==> src/lcd_pkg.sv <==
// Shared constants, encodings and register map of the LCD command decoder.
`default_nettype none
package lcd_pkg;
  // Register byte addresses on the APB side.
  localparam logic [7:0] REG_CTRL = 8'h00;
  localparam logic [7:0] REG_DISP = 8'h04;
  localparam logic [7:0] REG_SUPPLY = 8'h08;
  localparam logic [7:0] REG_PTR = 8'h0C;
  localparam logic [7:0] REG_TEMP = 8'h10;
  // Field positions of the control register.
  localparam int CTRL_SA_LSB = 0;
  localparam logic [1:0] CTRL_SA_RST = 2'h0;
  // Fixed upper five bits of the bus slave address.
  localparam logic [4:0] SLAVE_PREFIX = 5'h0F;
  // Command pages.
  localparam logic [2:0] PAGE_FUNC = 3'h7;
  localparam logic [2:0] PAGE_DISP = 3'h6;
  localparam logic [2:0] PAGE_HV = 3'h5;
  localparam logic [2:0] PAGE_SPEC = 3'h3;
  localparam logic [2:0] PAGE_RST = 3'h0;
  // Pointer limits.
  localparam logic [7:0] COL_LAST = 8'h84;
  localparam logic [3:0] BANK_LAST = 4'h8;
  // Reset values of stored settings.
  localparam logic [1:0] DMODE_RST = 2'h0;
  localparam logic [2:0] BIAS_RST = 3'h0;
  localparam logic [2:0] MUX_RST = 3'h0;
  localparam logic [6:0] VOP_RST = 7'h00;
  localparam logic [1:0] STAGES_RST = 2'h0;
  localparam logic [2:0] TC_RST = 3'h0;
  localparam logic [7:0] TEMP_RST = 8'h00;
  localparam logic PD_RST = 1'b1;
  // Pump multiplication offset: stage code 0 means times two.
  localparam logic [2:0] PUMP_BASE = 3'h2;
  // Bus bits per byte before the acknowledge slot.
  localparam logic [3:0] BITS_PER_BYTE = 4'h8;
  // Byte returned for a read with the data selector set.
  localparam logic [7:0] NO_READ_BYTE = 8'hFF;

  // Serial link states, Gray coded along the receive path.
  typedef enum logic [2:0] {
    ST_IDLE = 3'h0,
    ST_ADDR = 3'h1,
    ST_AACK = 3'h3,
    ST_RX = 3'h2,
    ST_RACK = 3'h6,
    ST_TX = 3'h7,
    ST_TACK = 3'h5
  } lcd_state_t;

  // Resolved supply mode.
  typedef enum logic [2:0] {
    SUP_PDOWN = 3'h0,
    SUP_ANAOFF = 3'h1,
    SUP_PUMP = 3'h3,
    SUP_DIRECT = 3'h2,
    SUP_EXTERN = 3'h6
  } lcd_supply_t;
endpackage : lcd_pkg
`default_nettype wire

==> src/lcd_cmd_decoder.sv <==
// Serial-bus command decoder for a paged LCD matrix driver instruction set.
`default_nettype none
module lcd_cmd_decoder
  import lcd_pkg::*;
(
  input wire logic sys_clk,
  input wire logic nrst,
  input wire logic psel,
  input wire logic penable,
  input wire logic pwrite,
  input wire logic [7:0] paddr,
  input wire logic [31:0] pwdata,
  output logic [31:0] prdata,
  output logic pready,
  output logic pslverr,
  input wire logic scl_in,
  input wire logic sda_in,
  output logic sda_out,
  output logic sda_oe,
  input wire logic temp_done,
  input wire logic [7:0] temp_value,
  output logic measure_start,
  output logic disp_blank,
  output logic disp_normal,
  output logic disp_all_on,
  output logic disp_inverse,
  output logic vert_flip,
  output logic top_pad_flip,
  output logic bottom_pad_flip,
  output logic [2:0] bias_select,
  output logic [2:0] mux_rate,
  output logic drive_strength,
  output logic [6:0] operating_voltage,
  output logic pump_range,
  output logic [2:0] pump_factor,
  output logic [2:0] temp_coeff,
  output logic [2:0] supply_mode,
  output logic hv_gen_on,
  output logic analog_off,
  output logic int_osc_on,
  output logic ext_clk_sel,
  output logic outputs_grounded,
  output logic ram_we,
  output logic [7:0] ram_col,
  output logic [3:0] ram_bank,
  output logic [7:0] ram_data
);

  // Synchroniser and edge history for the bus pins.
  logic scl_s1_ff, scl_s2_ff, scl_s3_ff, sda_s1_ff, sda_s2_ff, sda_s3_ff;
  lcd_state_t state_ff;
  logic [3:0] cnt_ff;
  logic [7:0] sh_ff;
  logic rw_ff, ctl_expect_ff, cont_ff, dc_ff, oe_ff;
  // Stored settings.
  logic [2:0] page_ff;
  logic [1:0] dmode_ff, sa_ff, stages_ff;
  logic horiz_flip_ff, vert_flip_ff, drive_ff, top_ff, bot_ff;
  logic [2:0] bias_ff, mux_ff, tc_ff;
  logic [6:0] vop_ff;
  logic range_ff, pump_en_ff, meas_ff, dof_ff, dm_ff, ec_ff, pd_ff, vaddr_ff;
  logic [7:0] col_ptr_ff, temp_ff;
  logic [3:0] bank_ff;
  // Registered outputs.
  logic [31:0] prdata_ff;
  logic pready_ff, pslverr_ff, we_ff;
  logic [7:0] wcol_ff, wdata_ff;
  logic [3:0] wbank_ff;
  logic [3:0] dmode_dec_ff;
  logic [2:0] supply_ff, factor_ff;
  logic hv_on_ff, ana_off_ff, osc_on_ff, grounded_ff;

  // Bus pin events, taken from the settled synchroniser stages only.
  wire scl_rise = scl_s2_ff & ~scl_s3_ff;
  wire scl_fall = ~scl_s2_ff & scl_s3_ff;
  wire start_det = scl_s2_ff & scl_s3_ff & sda_s3_ff & ~sda_s2_ff;
  wire stop_det = scl_s2_ff & scl_s3_ff & ~sda_s3_ff & sda_s2_ff;
  wire byte_full = (cnt_ff == BITS_PER_BYTE);
  wire addr_match = (sh_ff[7:1] == {SLAVE_PREFIX, sa_ff});
  wire rx_done = (state_ff == ST_RX) & scl_fall & byte_full;
  wire ctl_ev = rx_done & ctl_expect_ff;
  wire ram_ev = rx_done & ~ctl_expect_ff & dc_ff;
  wire cmd_ev = rx_done & ~ctl_expect_ff & ~dc_ff;
  wire [7:0] tx_byte = dc_ff ? NO_READ_BYTE : temp_ff;

  // Command byte field matches.
  wire [7:0] b = sh_ff;
  wire is_nop = (b == 8'h00);
  wire is_dflt = (b == 8'h01);
  wire on_func = cmd_ev & (page_ff == PAGE_FUNC) & ~is_nop & ~is_dflt;
  wire on_disp = cmd_ev & (page_ff == PAGE_DISP) & ~is_nop & ~is_dflt;
  wire on_hv = cmd_ev & (page_ff == PAGE_HV) & ~is_nop & ~is_dflt;
  wire on_spec = cmd_ev & (page_ff == PAGE_SPEC) & ~is_nop & ~is_dflt;
  wire pg_ok = (b[2:0] == PAGE_DISP) | (b[2:0] == PAGE_HV) | (b[2:0] == PAGE_SPEC);
  wire f_page = on_func & (b[7:3] == 5'h01) & pg_ok;
  wire f_fset = on_func & (b[7:3] == 5'h02) & ~b[0];
  wire f_rpage = on_func & (b[7:3] == 5'h04) & (b[1:0] == 2'h0);
  wire f_ybank = on_func & (b[7:4] == 4'h4) & (b[3:0] <= BANK_LAST);
  wire f_xcol = on_func & b[7];
  wire d_mode = on_disp & (b[7:2] == 6'h01);
  wire d_flip = on_disp & (b[7:3] == 5'h01) & ~b[0];
  wire d_bias = on_disp & (b[7:3] == 5'h02);
  wire d_size = on_disp & (b[7:3] == 5'h04) & (b[1:0] == 2'h0);
  wire d_mux = on_disp & (b[7:3] == 5'h10);
  wire h_ctrl = on_hv & (b[7:2] == 6'h01);
  wire h_stg = on_hv & (b[7:2] == 6'h02);
  wire h_tc = on_hv & (b[7:3] == 5'h02);
  wire h_sm = on_hv & (b[7:1] == 7'h10);
  wire h_vop = on_hv & b[7];
  wire s_state = on_spec & (b[7:2] == 6'h01);
  wire s_osc = on_spec & (b[7:2] == 6'h02) & ~b[0];
  wire s_cog = on_spec & (b[7:5] == 3'h2) & (b[2:0] == 3'h0);

  // RAM write placement and pointer advance; flip acts only on placement.
  wire [7:0] wr_col = horiz_flip_ff ? (COL_LAST - col_ptr_ff) : col_ptr_ff;
  wire col_end = (col_ptr_ff >= COL_LAST);
  wire bank_end = (bank_ff >= BANK_LAST);
  wire [7:0] col_inc = col_end ? 8'h00 : (col_ptr_ff + 8'h01);
  wire [3:0] bank_inc = bank_end ? 4'h0 : (bank_ff + 4'h1);
  wire [7:0] nxt_col = (vaddr_ff & ~bank_end) ? col_ptr_ff : col_inc;
  wire [3:0] nxt_bank = (vaddr_ff | col_end) ? bank_inc : bank_ff;

  // Supply mode by priority.
  wire [2:0] nxt_supply = pd_ff ? SUP_PDOWN :
                          dof_ff ? SUP_ANAOFF :
                          pump_en_ff ? SUP_PUMP :
                          dm_ff ? SUP_DIRECT : SUP_EXTERN;

  // APB decode; the slave answers in the first access cycle.
  wire apb_setup = psel & ~penable;
  wire apb_done = psel & penable & pready_ff;
  wire hit_ctrl = (paddr == REG_CTRL);
  wire hit_any = hit_ctrl | (paddr == REG_DISP) | (paddr == REG_SUPPLY) |
                 (paddr == REG_PTR) | (paddr == REG_TEMP);
  wire [31:0] rd_disp = {16'h0, mux_ff, bias_ff, drive_ff, horiz_flip_ff,
                         vert_flip_ff, top_ff, bot_ff, page_ff, dmode_ff};
  wire [31:0] rd_supply = {5'h0, supply_ff, vop_ff, range_ff, pump_en_ff,
                           stages_ff, tc_ff, meas_ff, dof_ff, dm_ff, ec_ff, pd_ff, 5'h0};
  wire [31:0] rd_ptr = {19'h0, vaddr_ff, bank_ff, col_ptr_ff};
  wire [31:0] rd_mux = hit_ctrl ? {30'h0, sa_ff} :
                       (paddr == REG_DISP) ? rd_disp :
                       (paddr == REG_SUPPLY) ? rd_supply :
                       (paddr == REG_PTR) ? rd_ptr :
                       (paddr == REG_TEMP) ? {24'h0, temp_ff} : 32'h0;

  // Two-flop synchronisers plus one history stage for edge finding.
  always_ff @(posedge sys_clk)
  begin
    if (!nrst)
    begin
      {scl_s1_ff, scl_s2_ff, scl_s3_ff} <= 3'h7;
      {sda_s1_ff, sda_s2_ff, sda_s3_ff} <= 3'h7;
    end
    else
    begin
      {scl_s1_ff, scl_s2_ff, scl_s3_ff} <= {scl_in, scl_s1_ff, scl_s2_ff};
      {sda_s1_ff, sda_s2_ff, sda_s3_ff} <= {sda_in, sda_s1_ff, sda_s2_ff};
    end
  end

  // Bus slave sequencer; SDA only changes while SCL is low.
  always_ff @(posedge sys_clk)
  begin
    if (!nrst)
    begin
      state_ff <= ST_IDLE;
      cnt_ff <= 4'h0;
      sh_ff <= 8'h00;
      {rw_ff, ctl_expect_ff, cont_ff, dc_ff, oe_ff} <= 5'h08;
    end
    else if (start_det)
    begin
      state_ff <= ST_ADDR;
      cnt_ff <= 4'h0;
      oe_ff <= 1'b0;
      ctl_expect_ff <= 1'b1;
    end
    else if (stop_det)
    begin
      state_ff <= ST_IDLE;
      oe_ff <= 1'b0;
    end
    else
    begin
      case (state_ff)
        ST_ADDR, ST_RX:
        begin
          if (scl_rise & ~byte_full)
          begin
            sh_ff <= {sh_ff[6:0], sda_s2_ff};
            cnt_ff <= cnt_ff + 4'h1;
          end
          else if (scl_fall & byte_full)
          begin
            oe_ff <= (state_ff == ST_RX) | addr_match;
            if (state_ff == ST_RX)
            begin
              state_ff <= ST_RACK;
              // A control byte sets the mode; data re-arms it only on continuation.
              ctl_expect_ff <= ctl_expect_ff ? 1'b0 : cont_ff;
              if (ctl_expect_ff)
              begin
                cont_ff <= sh_ff[7];
                dc_ff <= sh_ff[6];
              end
            end
            else if (addr_match)
            begin
              state_ff <= ST_AACK;
              rw_ff <= sh_ff[0];
            end
            else
              state_ff <= ST_IDLE;
          end
        end
        ST_AACK:
        begin
          if (scl_fall)
          begin
            cnt_ff <= 4'h0;
            state_ff <= rw_ff ? ST_TX : ST_RX;
            oe_ff <= rw_ff & ~tx_byte[7];
            sh_ff <= {tx_byte[6:0], 1'b0};
          end
        end
        ST_RACK:
        begin
          if (scl_fall)
          begin
            oe_ff <= 1'b0;
            cnt_ff <= 4'h0;
            state_ff <= ST_RX;
          end
        end
        ST_TX:
        begin
          if (scl_rise)
            cnt_ff <= cnt_ff + 4'h1;
          else if (scl_fall & byte_full)
          begin
            oe_ff <= 1'b0;
            state_ff <= ST_TACK;
          end
          else if (scl_fall)
          begin
            oe_ff <= ~sh_ff[7];
            sh_ff <= {sh_ff[6:0], 1'b0};
          end
        end
        ST_TACK:
        begin
          // A high acknowledge ends the read and SDA stays released.
          if (scl_rise & sda_s2_ff)
            state_ff <= ST_IDLE;
          else if (scl_fall)
          begin
            cnt_ff <= 4'h0;
            state_ff <= ST_TX;
            oe_ff <= ~tx_byte[7];
            sh_ff <= {tx_byte[6:0], 1'b0};
          end
        end
        default: state_ff <= ST_IDLE;
      endcase
    end
  end

  // Page, addressing and function settings; writes are taken in power-down too.
  always_ff @(posedge sys_clk)
  begin
    if (!nrst)
    begin
      page_ff <= PAGE_RST;
      {pd_ff, vaddr_ff} <= {PD_RST, 1'b0};
      col_ptr_ff <= 8'h00;
      bank_ff <= 4'h0;
    end
    else
    begin
      if (cmd_ev & is_dflt)
        page_ff <= PAGE_FUNC;
      else if (f_page)
        page_ff <= b[2:0];
      if (f_fset)
        {pd_ff, vaddr_ff} <= b[2:1];
      if (ram_ev)
      begin
        col_ptr_ff <= nxt_col;
        bank_ff <= nxt_bank;
      end
      else
      begin
        if (f_rpage)
          col_ptr_ff[7] <= b[2];
        if (f_xcol)
          col_ptr_ff[6:0] <= b[6:0];
        if (f_ybank)
          bank_ff <= b[3:0];
      end
    end
  end

  // Display, generator and special feature settings.
  always_ff @(posedge sys_clk)
  begin
    if (!nrst)
    begin
      dmode_ff <= DMODE_RST;
      {horiz_flip_ff, vert_flip_ff, drive_ff, top_ff, bot_ff} <= 5'h00;
      bias_ff <= BIAS_RST;
      mux_ff <= MUX_RST;
      vop_ff <= VOP_RST;
      stages_ff <= STAGES_RST;
      tc_ff <= TC_RST;
      {range_ff, pump_en_ff, meas_ff, dof_ff, dm_ff, ec_ff} <= 6'h00;
      temp_ff <= TEMP_RST;
    end
    else
    begin
      if (d_mode)
        dmode_ff <= b[1:0];
      if (d_flip)
        {horiz_flip_ff, vert_flip_ff} <= b[2:1];
      if (d_bias)
        bias_ff <= b[2:0];
      if (d_size)
        drive_ff <= b[2];
      if (d_mux)
        mux_ff <= b[2:0];
      if (h_ctrl)
        {range_ff, pump_en_ff} <= b[1:0];
      if (h_stg)
        stages_ff <= b[1:0];
      if (h_tc)
        tc_ff <= b[2:0];
      if (h_vop)
        vop_ff <= b[6:0];
      // A start request in the completion cycle wins so it is never lost.
      if (h_sm & b[0])
        meas_ff <= 1'b1;
      else if (temp_done)
        meas_ff <= 1'b0;
      if (temp_done)
        temp_ff <= temp_value;
      if (s_state)
        {dof_ff, dm_ff} <= b[1:0];
      if (s_osc)
        ec_ff <= b[1];
      if (s_cog)
        {top_ff, bot_ff} <= b[4:3];
    end
  end

  // Derived analog controls, one cycle behind the stored settings.
  always_ff @(posedge sys_clk)
  begin
    if (!nrst)
    begin
      dmode_dec_ff <= 4'h1;
      supply_ff <= SUP_PDOWN;
      factor_ff <= PUMP_BASE;
      {hv_on_ff, ana_off_ff, osc_on_ff, grounded_ff} <= 4'h5;
    end
    else
    begin
      dmode_dec_ff <= 4'h1 << dmode_ff;
      supply_ff <= nxt_supply;
      factor_ff <= {1'b0, stages_ff} + PUMP_BASE;
      hv_on_ff <= (nxt_supply == SUP_PUMP);
      ana_off_ff <= (nxt_supply == SUP_ANAOFF) | (nxt_supply == SUP_PDOWN);
      // Stopping the oscillator while the display runs is the host's hazard.
      osc_on_ff <= ~ec_ff & ~pd_ff;
      grounded_ff <= pd_ff;
    end
  end

  // APB slave: ready for one cycle in the access phase, error on unmapped.
  always_ff @(posedge sys_clk)
  begin
    if (!nrst)
    begin
      prdata_ff <= 32'h0;
      {pready_ff, pslverr_ff} <= 2'h0;
      sa_ff <= CTRL_SA_RST;
      {we_ff, wcol_ff, wbank_ff, wdata_ff} <= 21'h0;
    end
    else
    begin
      pready_ff <= apb_setup;
      pslverr_ff <= apb_setup & ~hit_any;
      prdata_ff <= (apb_setup & ~pwrite) ? rd_mux : 32'h0;
      if (apb_done & pwrite & hit_ctrl)
        sa_ff <= pwdata[CTRL_SA_LSB +: 2];
      we_ff <= ram_ev;
      if (ram_ev)
        {wcol_ff, wbank_ff, wdata_ff} <= {wr_col, bank_ff, sh_ff};
    end
  end

  assign prdata = prdata_ff;
  assign pready = pready_ff;
  assign pslverr = pslverr_ff;
  assign sda_out = 1'b0;
  assign sda_oe = oe_ff;
  assign measure_start = meas_ff;
  // The code is {D,E}: 01 lights all segments and 10 is normal mode.
  assign {disp_inverse, disp_normal, disp_all_on, disp_blank} = dmode_dec_ff;
  assign vert_flip = vert_flip_ff;
  assign top_pad_flip = top_ff;
  assign bottom_pad_flip = bot_ff;
  assign bias_select = bias_ff;
  assign mux_rate = mux_ff;
  assign drive_strength = drive_ff;
  assign operating_voltage = vop_ff;
  assign pump_range = range_ff;
  assign pump_factor = factor_ff;
  assign temp_coeff = tc_ff;
  assign supply_mode = supply_ff;
  assign hv_gen_on = hv_on_ff;
  assign analog_off = ana_off_ff;
  assign int_osc_on = osc_on_ff;
  assign ext_clk_sel = ec_ff;
  assign outputs_grounded = grounded_ff;
  assign ram_we = we_ff;
  assign ram_col = wcol_ff;
  assign ram_bank = wbank_ff;
  assign ram_data = wdata_ff;

endmodule : lcd_cmd_decoder
`default_nettype wire

==> config.mk <==
export PLATFORM = sky130hd
export DESIGN_NAME = lcd_cmd_decoder
export DESIGN_NICKNAME = d
export VERILOG_FILES = /design/src/lcd_pkg.sv /design/src/lcd_cmd_decoder.sv
export SDC_FILE = /design/constraint.sdc
export NUM_CORES = 1
export LEC_CHECK = 0
export ABC_AREA = 1
export BUFFER_PORTS_ARGS = -buffer_cell sky130_fd_sc_hd__buf_2
export CAP_MARGIN = 20
export CORE_ASPECT_RATIO = 2
export CORE_UTILIZATION = 50
export DETAILED_ROUTE_END_ITERATION = 8
export GPL_ROUTABILITY_DRIVEN = 0
export PLACE_DENSITY = 0.75
export SLEW_MARGIN = 20
export SYNTH_ARGS = -nofsm -noshare
export SYNTH_HDL_FRONTEND = slang
export SYNTH_SLANG_ARGS = --single-unit
==> constraint.sdc <==
create_clock -name sys_clk -period 2.95 [get_ports sys_clk]
set_clock_uncertainty 0.15 [all_clocks]
set_input_delay 0.4425 -clock sys_clk [delete_from_list [all_inputs] [get_ports sys_clk]]
set_output_delay 0.4425 -clock sys_clk [all_outputs]
set_load 0.05 [all_outputs]
==> After elaboration in Yosys (flattened, before gate mapping) <==
Index checks and enable logic that the tools add are counted.
{ "op_classes": {"addsub": 5, "order_cmp": 3, "n_eq_ne": 54, "n_shift": 1, "muxes": 61, "n_bitwise": 98, "n_reduce_logical": 32} }
{ "ops": {"columns": ["op", "count"], "rows": [
  ["two-way mux 8 bit", 12],
  ["AND 1 bit", 65],
  ["two-way mux 3 bit", 16],
  ["two-way mux 4 bit", 8],
  ["one-hot mux 8 bit (4 select lines)", 1],
  ["AND reduction 7 bit", 4],
  ["two-way mux 27 bit", 1],
  ["inequality test 2 bit (second input constant)", 13],
  ["== test 3 bit (second input constant)", 8],
  ["inequality test 4 bit (second input constant)", 6],
  ["inverter 1 bit", 24],
  ["== test 3 x 2 -> 1 bit (second input constant)", 6],
  ["== test 8 x 4 -> 1 bit (second input constant)", 2],
  ["logical NOT 8 bit", 2],
  ["two-way mux 16 bit", 1],
  ["one-hot mux 4 bit (4 select lines)", 1],
  ["two-way mux 1 bit", 15],
  ["one-hot mux 3 bit (5 select lines)", 1],
  ["two-way mux 13 bit", 1],
  ["AND reduction 5 bit", 2],
  ["nonzero test 2 bit", 5],
  ["bitwise OR 1 bit", 9],
  ["AND reduction 9 bit", 1],
  ["adder 4 x 1 -> 4 bit (second input constant)", 2],
  ["37 further kinds", 48]
]} }
{ "word_totals": {"register_bits": 153, "wordCells": 311} }

==> Longest topological paths before layout <==
{ "logic_depth": {"depth_word": 13, "depth_mapped": 13, "ltp_nobuf": 12} }

==> Least setup slack after synthesis <==
OpenSTA, ideal clock, no wires.
{ "synth_path": {"path_type": "register to register", "from": "register cnt_ff[0]", "to": "register vop_ff[2], in the netlist operating_voltage[2]", "arrival_ns": 1.537, "slack_ns": 1.150, "stages_incl_launch_ff": 13, "period_less_slack_ns": 1.800, "path_cell_list": "dfxtp_1 inv_1 ha_1 nand2_1 nor2_2 nand2_4 nor2_8 nand3_4 nor2_4 nand3_2 buf_6 o21ai_1 nor2_1"} }
{ "synth_between": {"elab_chain_len": 8} }
{ "synth_rtl": {"columns": ["item", "line", "rtl"], "rows": [
  ["start: declaration", "lcd_cmd_decoder.sv:52", "logic [3:0] cnt_ff;"],
  ["start signal: assignment", "lcd_cmd_decoder.sv:191", "cnt_ff <= cnt_ff + 4'h1;"],
  ["start signal: assignment", "lcd_cmd_decoder.sv:238", "cnt_ff <= cnt_ff + 4'h1;"],
  ["== test 4 bit", "lcd_cmd_decoder.sv:78", "wire byte_full = (cnt_ff == BITS_PER_BYTE);"],
  ["AND 1 bit", "lcd_cmd_decoder.sv:80", "wire rx_done = (state_ff == ST_RX) & scl_fall & byte_full;"],
  ["AND 1 bit (2 in a row)", "lcd_cmd_decoder.sv:83", "wire cmd_ev = rx_done & ~ctl_expect_ff & ~dc_ff;"],
  ["AND 1 bit (3 in a row)", "lcd_cmd_decoder.sv:92", "wire on_hv = cmd_ev & (page_ff == PAGE_HV) & ~is_nop & ~is_dflt;"],
  ["AND 1 bit", "lcd_cmd_decoder.sv:109", "wire h_vop = on_hv & b[7];"],
  ["end signal: assignment", "lcd_cmd_decoder.sv:337", "vop_ff <= b[6:0];"],
  ["end: declaration", "lcd_cmd_decoder.sv:60", "logic [6:0] vop_ff;"]
]} }
No other way between the ends.
A chain may end at the register's enable or synchronous reset.

==> Worst setup path after layout <==
{ "layout_path": {"from": "register cnt_ff[0]", "to": "register col_ptr_ff[6]"} }
{ "layout_between": {"elab_chain_len": 10, "elab_cells_between_ends": 13, "cone_classes": "eq/ne: 2; mux: 1; bitwise: 8; reduce/logical: 2"} }
{ "layout_rtl": {"columns": ["item", "line", "rtl"], "rows": [
  ["== test 4 bit *", "lcd_cmd_decoder.sv:78", null],
  ["AND 1 bit *", "lcd_cmd_decoder.sv:80", null],
  ["AND 1 bit *", "lcd_cmd_decoder.sv:82, lcd_cmd_decoder.sv:83", null],
  ["AND 1 bit", "lcd_cmd_decoder.sv:83", null],
  ["AND 1 bit (3 in a row)", "lcd_cmd_decoder.sv:90", "wire on_func = cmd_ev & (page_ff == PAGE_FUNC) & ~is_nop & ~is_dflt;"],
  ["AND 1 bit", "lcd_cmd_decoder.sv:99", "wire f_xcol = on_func & b[7];"],
  ["nonzero test 2 bit (no source line)", null, null],
  ["AND reduction 2 bit (no source line)", null, null],
  ["end signal: assignment", "lcd_cmd_decoder.sv:288", "col_ptr_ff <= nxt_col;"],
  ["end signal: assignment", "lcd_cmd_decoder.sv:296", "col_ptr_ff[6:0] <= b[6:0];"],
  ["end: declaration", "lcd_cmd_decoder.sv:62", "logic [7:0] col_ptr_ff, temp_ff;"]
]} }
Mark *: on every way between the ends. The rest lies on a longest branch, timed or not.

==> impl_metrics.tcl <==
set metrics [dict create \
    status "finished clean" \
    grt_use_total_pct 28.8 \
    syn_area_per_cell_um2 6.96 \
    synthTopCellsByCount "188 x nand2_1, 148 x dfxtp_1, 136 x nor2_1" \
    synth_area_um2 6890 \
    totalWireLength_mm 19.9 \
    grt-ovfl-total 0 \
    coreArea_um2 13400 \
    post_cts_resized 0 \
    clkPwrFrac_pct 38.6 \
    cts_buffers 17 \
    p_comb_share_pct 21.2 \
    cap_violations 0 \
    wl_met2_mm 10.5 \
    grt_max_degree 86 \
    timing.final.crit_share_pct 74.5 \
    drive_gt1_share_pct 17.8 \
    critPathLaunchType "flop" \
    drt_iter0_markers 518 \
    maxSlewViolCount 0 \
    yosys-top-cells-area "dfxtp_1 43%, nand2_1 10%, o21ai_0 7.8%, nor2_1 7.4%, inv_1 6.5%" \
    rrSetupSlack_ns 0.75 \
    cts_setup_buffers 0 \
    cts.hold.buffers_added 0 \
    cp.arrival_ns 2.36 \
    met3_length_mm 1.13 \
    reg2reg_depth 12 \
    switchingPower_mw 1.97 \
    seq_power_share_pct 40.2 \
    synth_warnings 0 \
    die-area_um2 14300 \
    p_per_area_nw_per_um2 688 \
    fin_tns_setup_ns 0 \
    vdd_drop_max_mv 0.439 \
    slew_headroom_pct 46.8 \
    antenna_found_initial 0 \
    cp_common_cell "nand2_1" \
    fmax_mhz 455 \
    rows 60 \
    worst_pin_slew_ns 0.799 \
    dp_cells 1231 \
    synth_seq_area_share_pct 43.0 \
    netlist-cell-type-count 38 \
    r2r-end "col_ptr_ff[6]" \
    cp_num_buf_inv 2 \
    p_total_mw 5.60 \
    grt_first_pass_wirelength_mm 32.1 \
    min_path_cells 2 \
    cts_sinks 148 \
    via_per_inst 5.47 \
    ys.flop_type "dfxtp_1" \
    clkTransAtPathRegs_ns 0.07 \
    die_h_um 168 \
    ioPinCount 150 \
    rsz0062_at_grt "no" \
    htreeDepth 4 \
    grt_pass1_vias 6590 \
    top_layer_used "met4" \
    yosys.area.top_type "dfxtp_1" \
    netlist.area_leader.share_pct 43.0 \
    cpMaxStageDelayCell "dfxtp_1" \
    r2r-start "cnt_ff[0]" \
    cp_top_family "simple AND/OR/NAND/NOR gates" \
    hold_slack_ns 0.0516 \
    antenna_left 0 \
    post-route-min-period_ns 2.20 \
    synthCells 990 \
    wirelength_met1_mm 7.03 \
    root_buffer "clkbuf_16" \
    async_flop_share_pct 0 \
    hold_path_class "input pin to flop" \
    cts_tree "built" \
    hp-start "scl_in" \
    yosysMostFrequentCell "nand2_1" \
    max_stage_delay_ns 0.35 \
    power_switching_share_pct 35.3 \
    timing.final.hold_violations 0 \
    cp.depth 12 \
    wl_per_cell_um 15.7 \
    start_util_pct 51.3 \
    nNetsFinal 1157 \
    worst-path-max-fanout 13 \
    stdcell_count 1263 \
    crit_required_ns 3.11 \
    drc_errors 0 \
    clk_path_buf_depth 2 \
    synth_edf_count 0 \
    via_count 6908 \
    intPower_mw 3.62 \
    critPathCaptureType "flop" \
    io_buffers 113 \
    n_antenna_cell 0 \
    clock_latency_ns 0.43 \
    path_class "flop to flop" \
    drtPass1Iterations 6 \
    synth_seq_cells 148 \
    hold_path_end "scl_s1_ff" \
    path_cells "inv_1 -> ha_1 -> nand2_1 -> nor2_2 -> nand2_4 -> nor2_8 -> nand3_2 -> buf_4 -> nand2_1 -> o21ai_0 -> a21oi_1 -> nor2_1" \
    hpwl_mm 14.6 \
    setup-violations-final 0 \
    p_leak_nw 3.91 \
    fp.dieW_um 85.0 \
    area_growth_syn_to_layout_pct 18.1 \
]
## power groups by stage
stage	registers (mW)	clock network, mW	logic (mW)
finish	2.25	2.16	1.19
global route	2.26	2.27	1.31
CTS	2.24	2.18	1.16
detailed placement	2.29	0	1.15
global placement	2.28	0	1.15
floorplan	2.22	0	0.860
## worst max path at each step
stage               startpoint              endpoint  slack, ns
floorplan            cnt_ff[0]  operating_voltage[2]       1.15
global placement      paddr[5]            prdata[14]       0.69
detailed placement    paddr[1]            prdata[15]       0.65
CTS                  cnt_ff[0]         col_ptr_ff[6]       0.74
global route         cnt_ff[0]           mux_rate[0]       0.54
finish               cnt_ff[0]         col_ptr_ff[6]       0.75
## routing by layer
layer,track usage [%],up-vias
li1,-,3375
met1,30.6,3138
met2,52.8,307
met3,3.77,88
met4,17.9,0
met5,0,-
## worst register-to-register path: stages, from the launching register on
cell,delay [ns]
dfxtp_1,0.35
inv_1,0.07
ha_1,0.17
nand2_1,0.07
nor2_2,0.13
nand2_4,0.10
nor2_8,0.14
nand3_2,0.26
buf_4,0.30
nand2_1,0.06
o21ai_0,0.10
a21oi_1,0.13
nor2_1,0.07
## cell families after synthesis
family                   count (synthesis)  synth area share, %
XOR/XNOR                                12                 1.53
buffers and inverters                  172                 10.1
other                                    1               0.0544
AO/OA/AOI/OAI                          211                 15.8
adder cells (fa/ha/maj)                  6                 1.09
AND/OR/NAND/NOR                        440                 28.4
flip-flops                             148                 43.0
## layout make-up
| class | instances | area [um^2] |
|---|---|---|
| clock buffer | 17 | 425 |
| clock inverter | 15 | 166 |
| fill | 1279 | 5310 |
| inverter | 129 | 484 |
| multi-input combinational | 675 | 3250 |
| sequential | 148 | 2960 |
| tap | 155 | 194 |
| timing repair buffer | 124 | 648 |
## flip-flops by register name, indices dropped and copies added, names as in the netlist, 2 cells and up
| register | flops |
|---|---|
| ram_bank | 4 |
| temp_coeff | 3 |
| col_ptr_ff | 8 |
| b | 8 |
| prdata | 27 |
| pump_factor | 3 |
| temp_ff | 8 |
| ram_data | 8 |
| dmode_ff | 2 |
| supply_mode | 3 |
| bank_ff | 4 |
| bias_select | 3 |
| cnt_ff | 4 |
| ram_col | 8 |
| mux_rate | 3 |
| stages_ff | 2 |
| dmode_dec_ff | 4 |
| page_ff | 3 |
| sa_ff | 2 |
| state_ff | 3 |
| operating_voltage | 7 |
## metrics by stage
| step | setup slack [ns] | instance area, um^2 | utilization [%] |
|---|---|---|---|
| floorplan | 1.15 | 6910 | - |
| global placement | 0.695 | 7540 | 56.1 |
| CTS | 0.745 | 8130 | 60.5 |
| detailed placement | 0.654 | 7540 | 56.1 |
| global route | 0.538 | 8130 | 60.5 |
| finish | 0.753 | 8130 | 60.5 |
## layout by cell type, fill, tap and decap left out, types with 3 or more instances in the layout
cell type / count
ha_1: 6
nor3_2: 3
buf_4: 11
clkbuf_16: 17
o21ai_0: 107
a31oi_1: 3
or2_2: 5
conb_1: 6
nor2_4: 4
buf_2: 113
nand2_1: 188
nor2_2: 5
o211ai_1: 6
nand4_1: 12
nor3_1: 11
o21ai_1: 10
nand3_1: 59
nor2_1: 136
xor2_1: 12
inv_2: 9
nand2_2: 3
a21oi_1: 79
inv_6: 6
inv_1: 120
nand3_2: 6
dfxtp_1: 148
(Power assumes the default switching activity.)
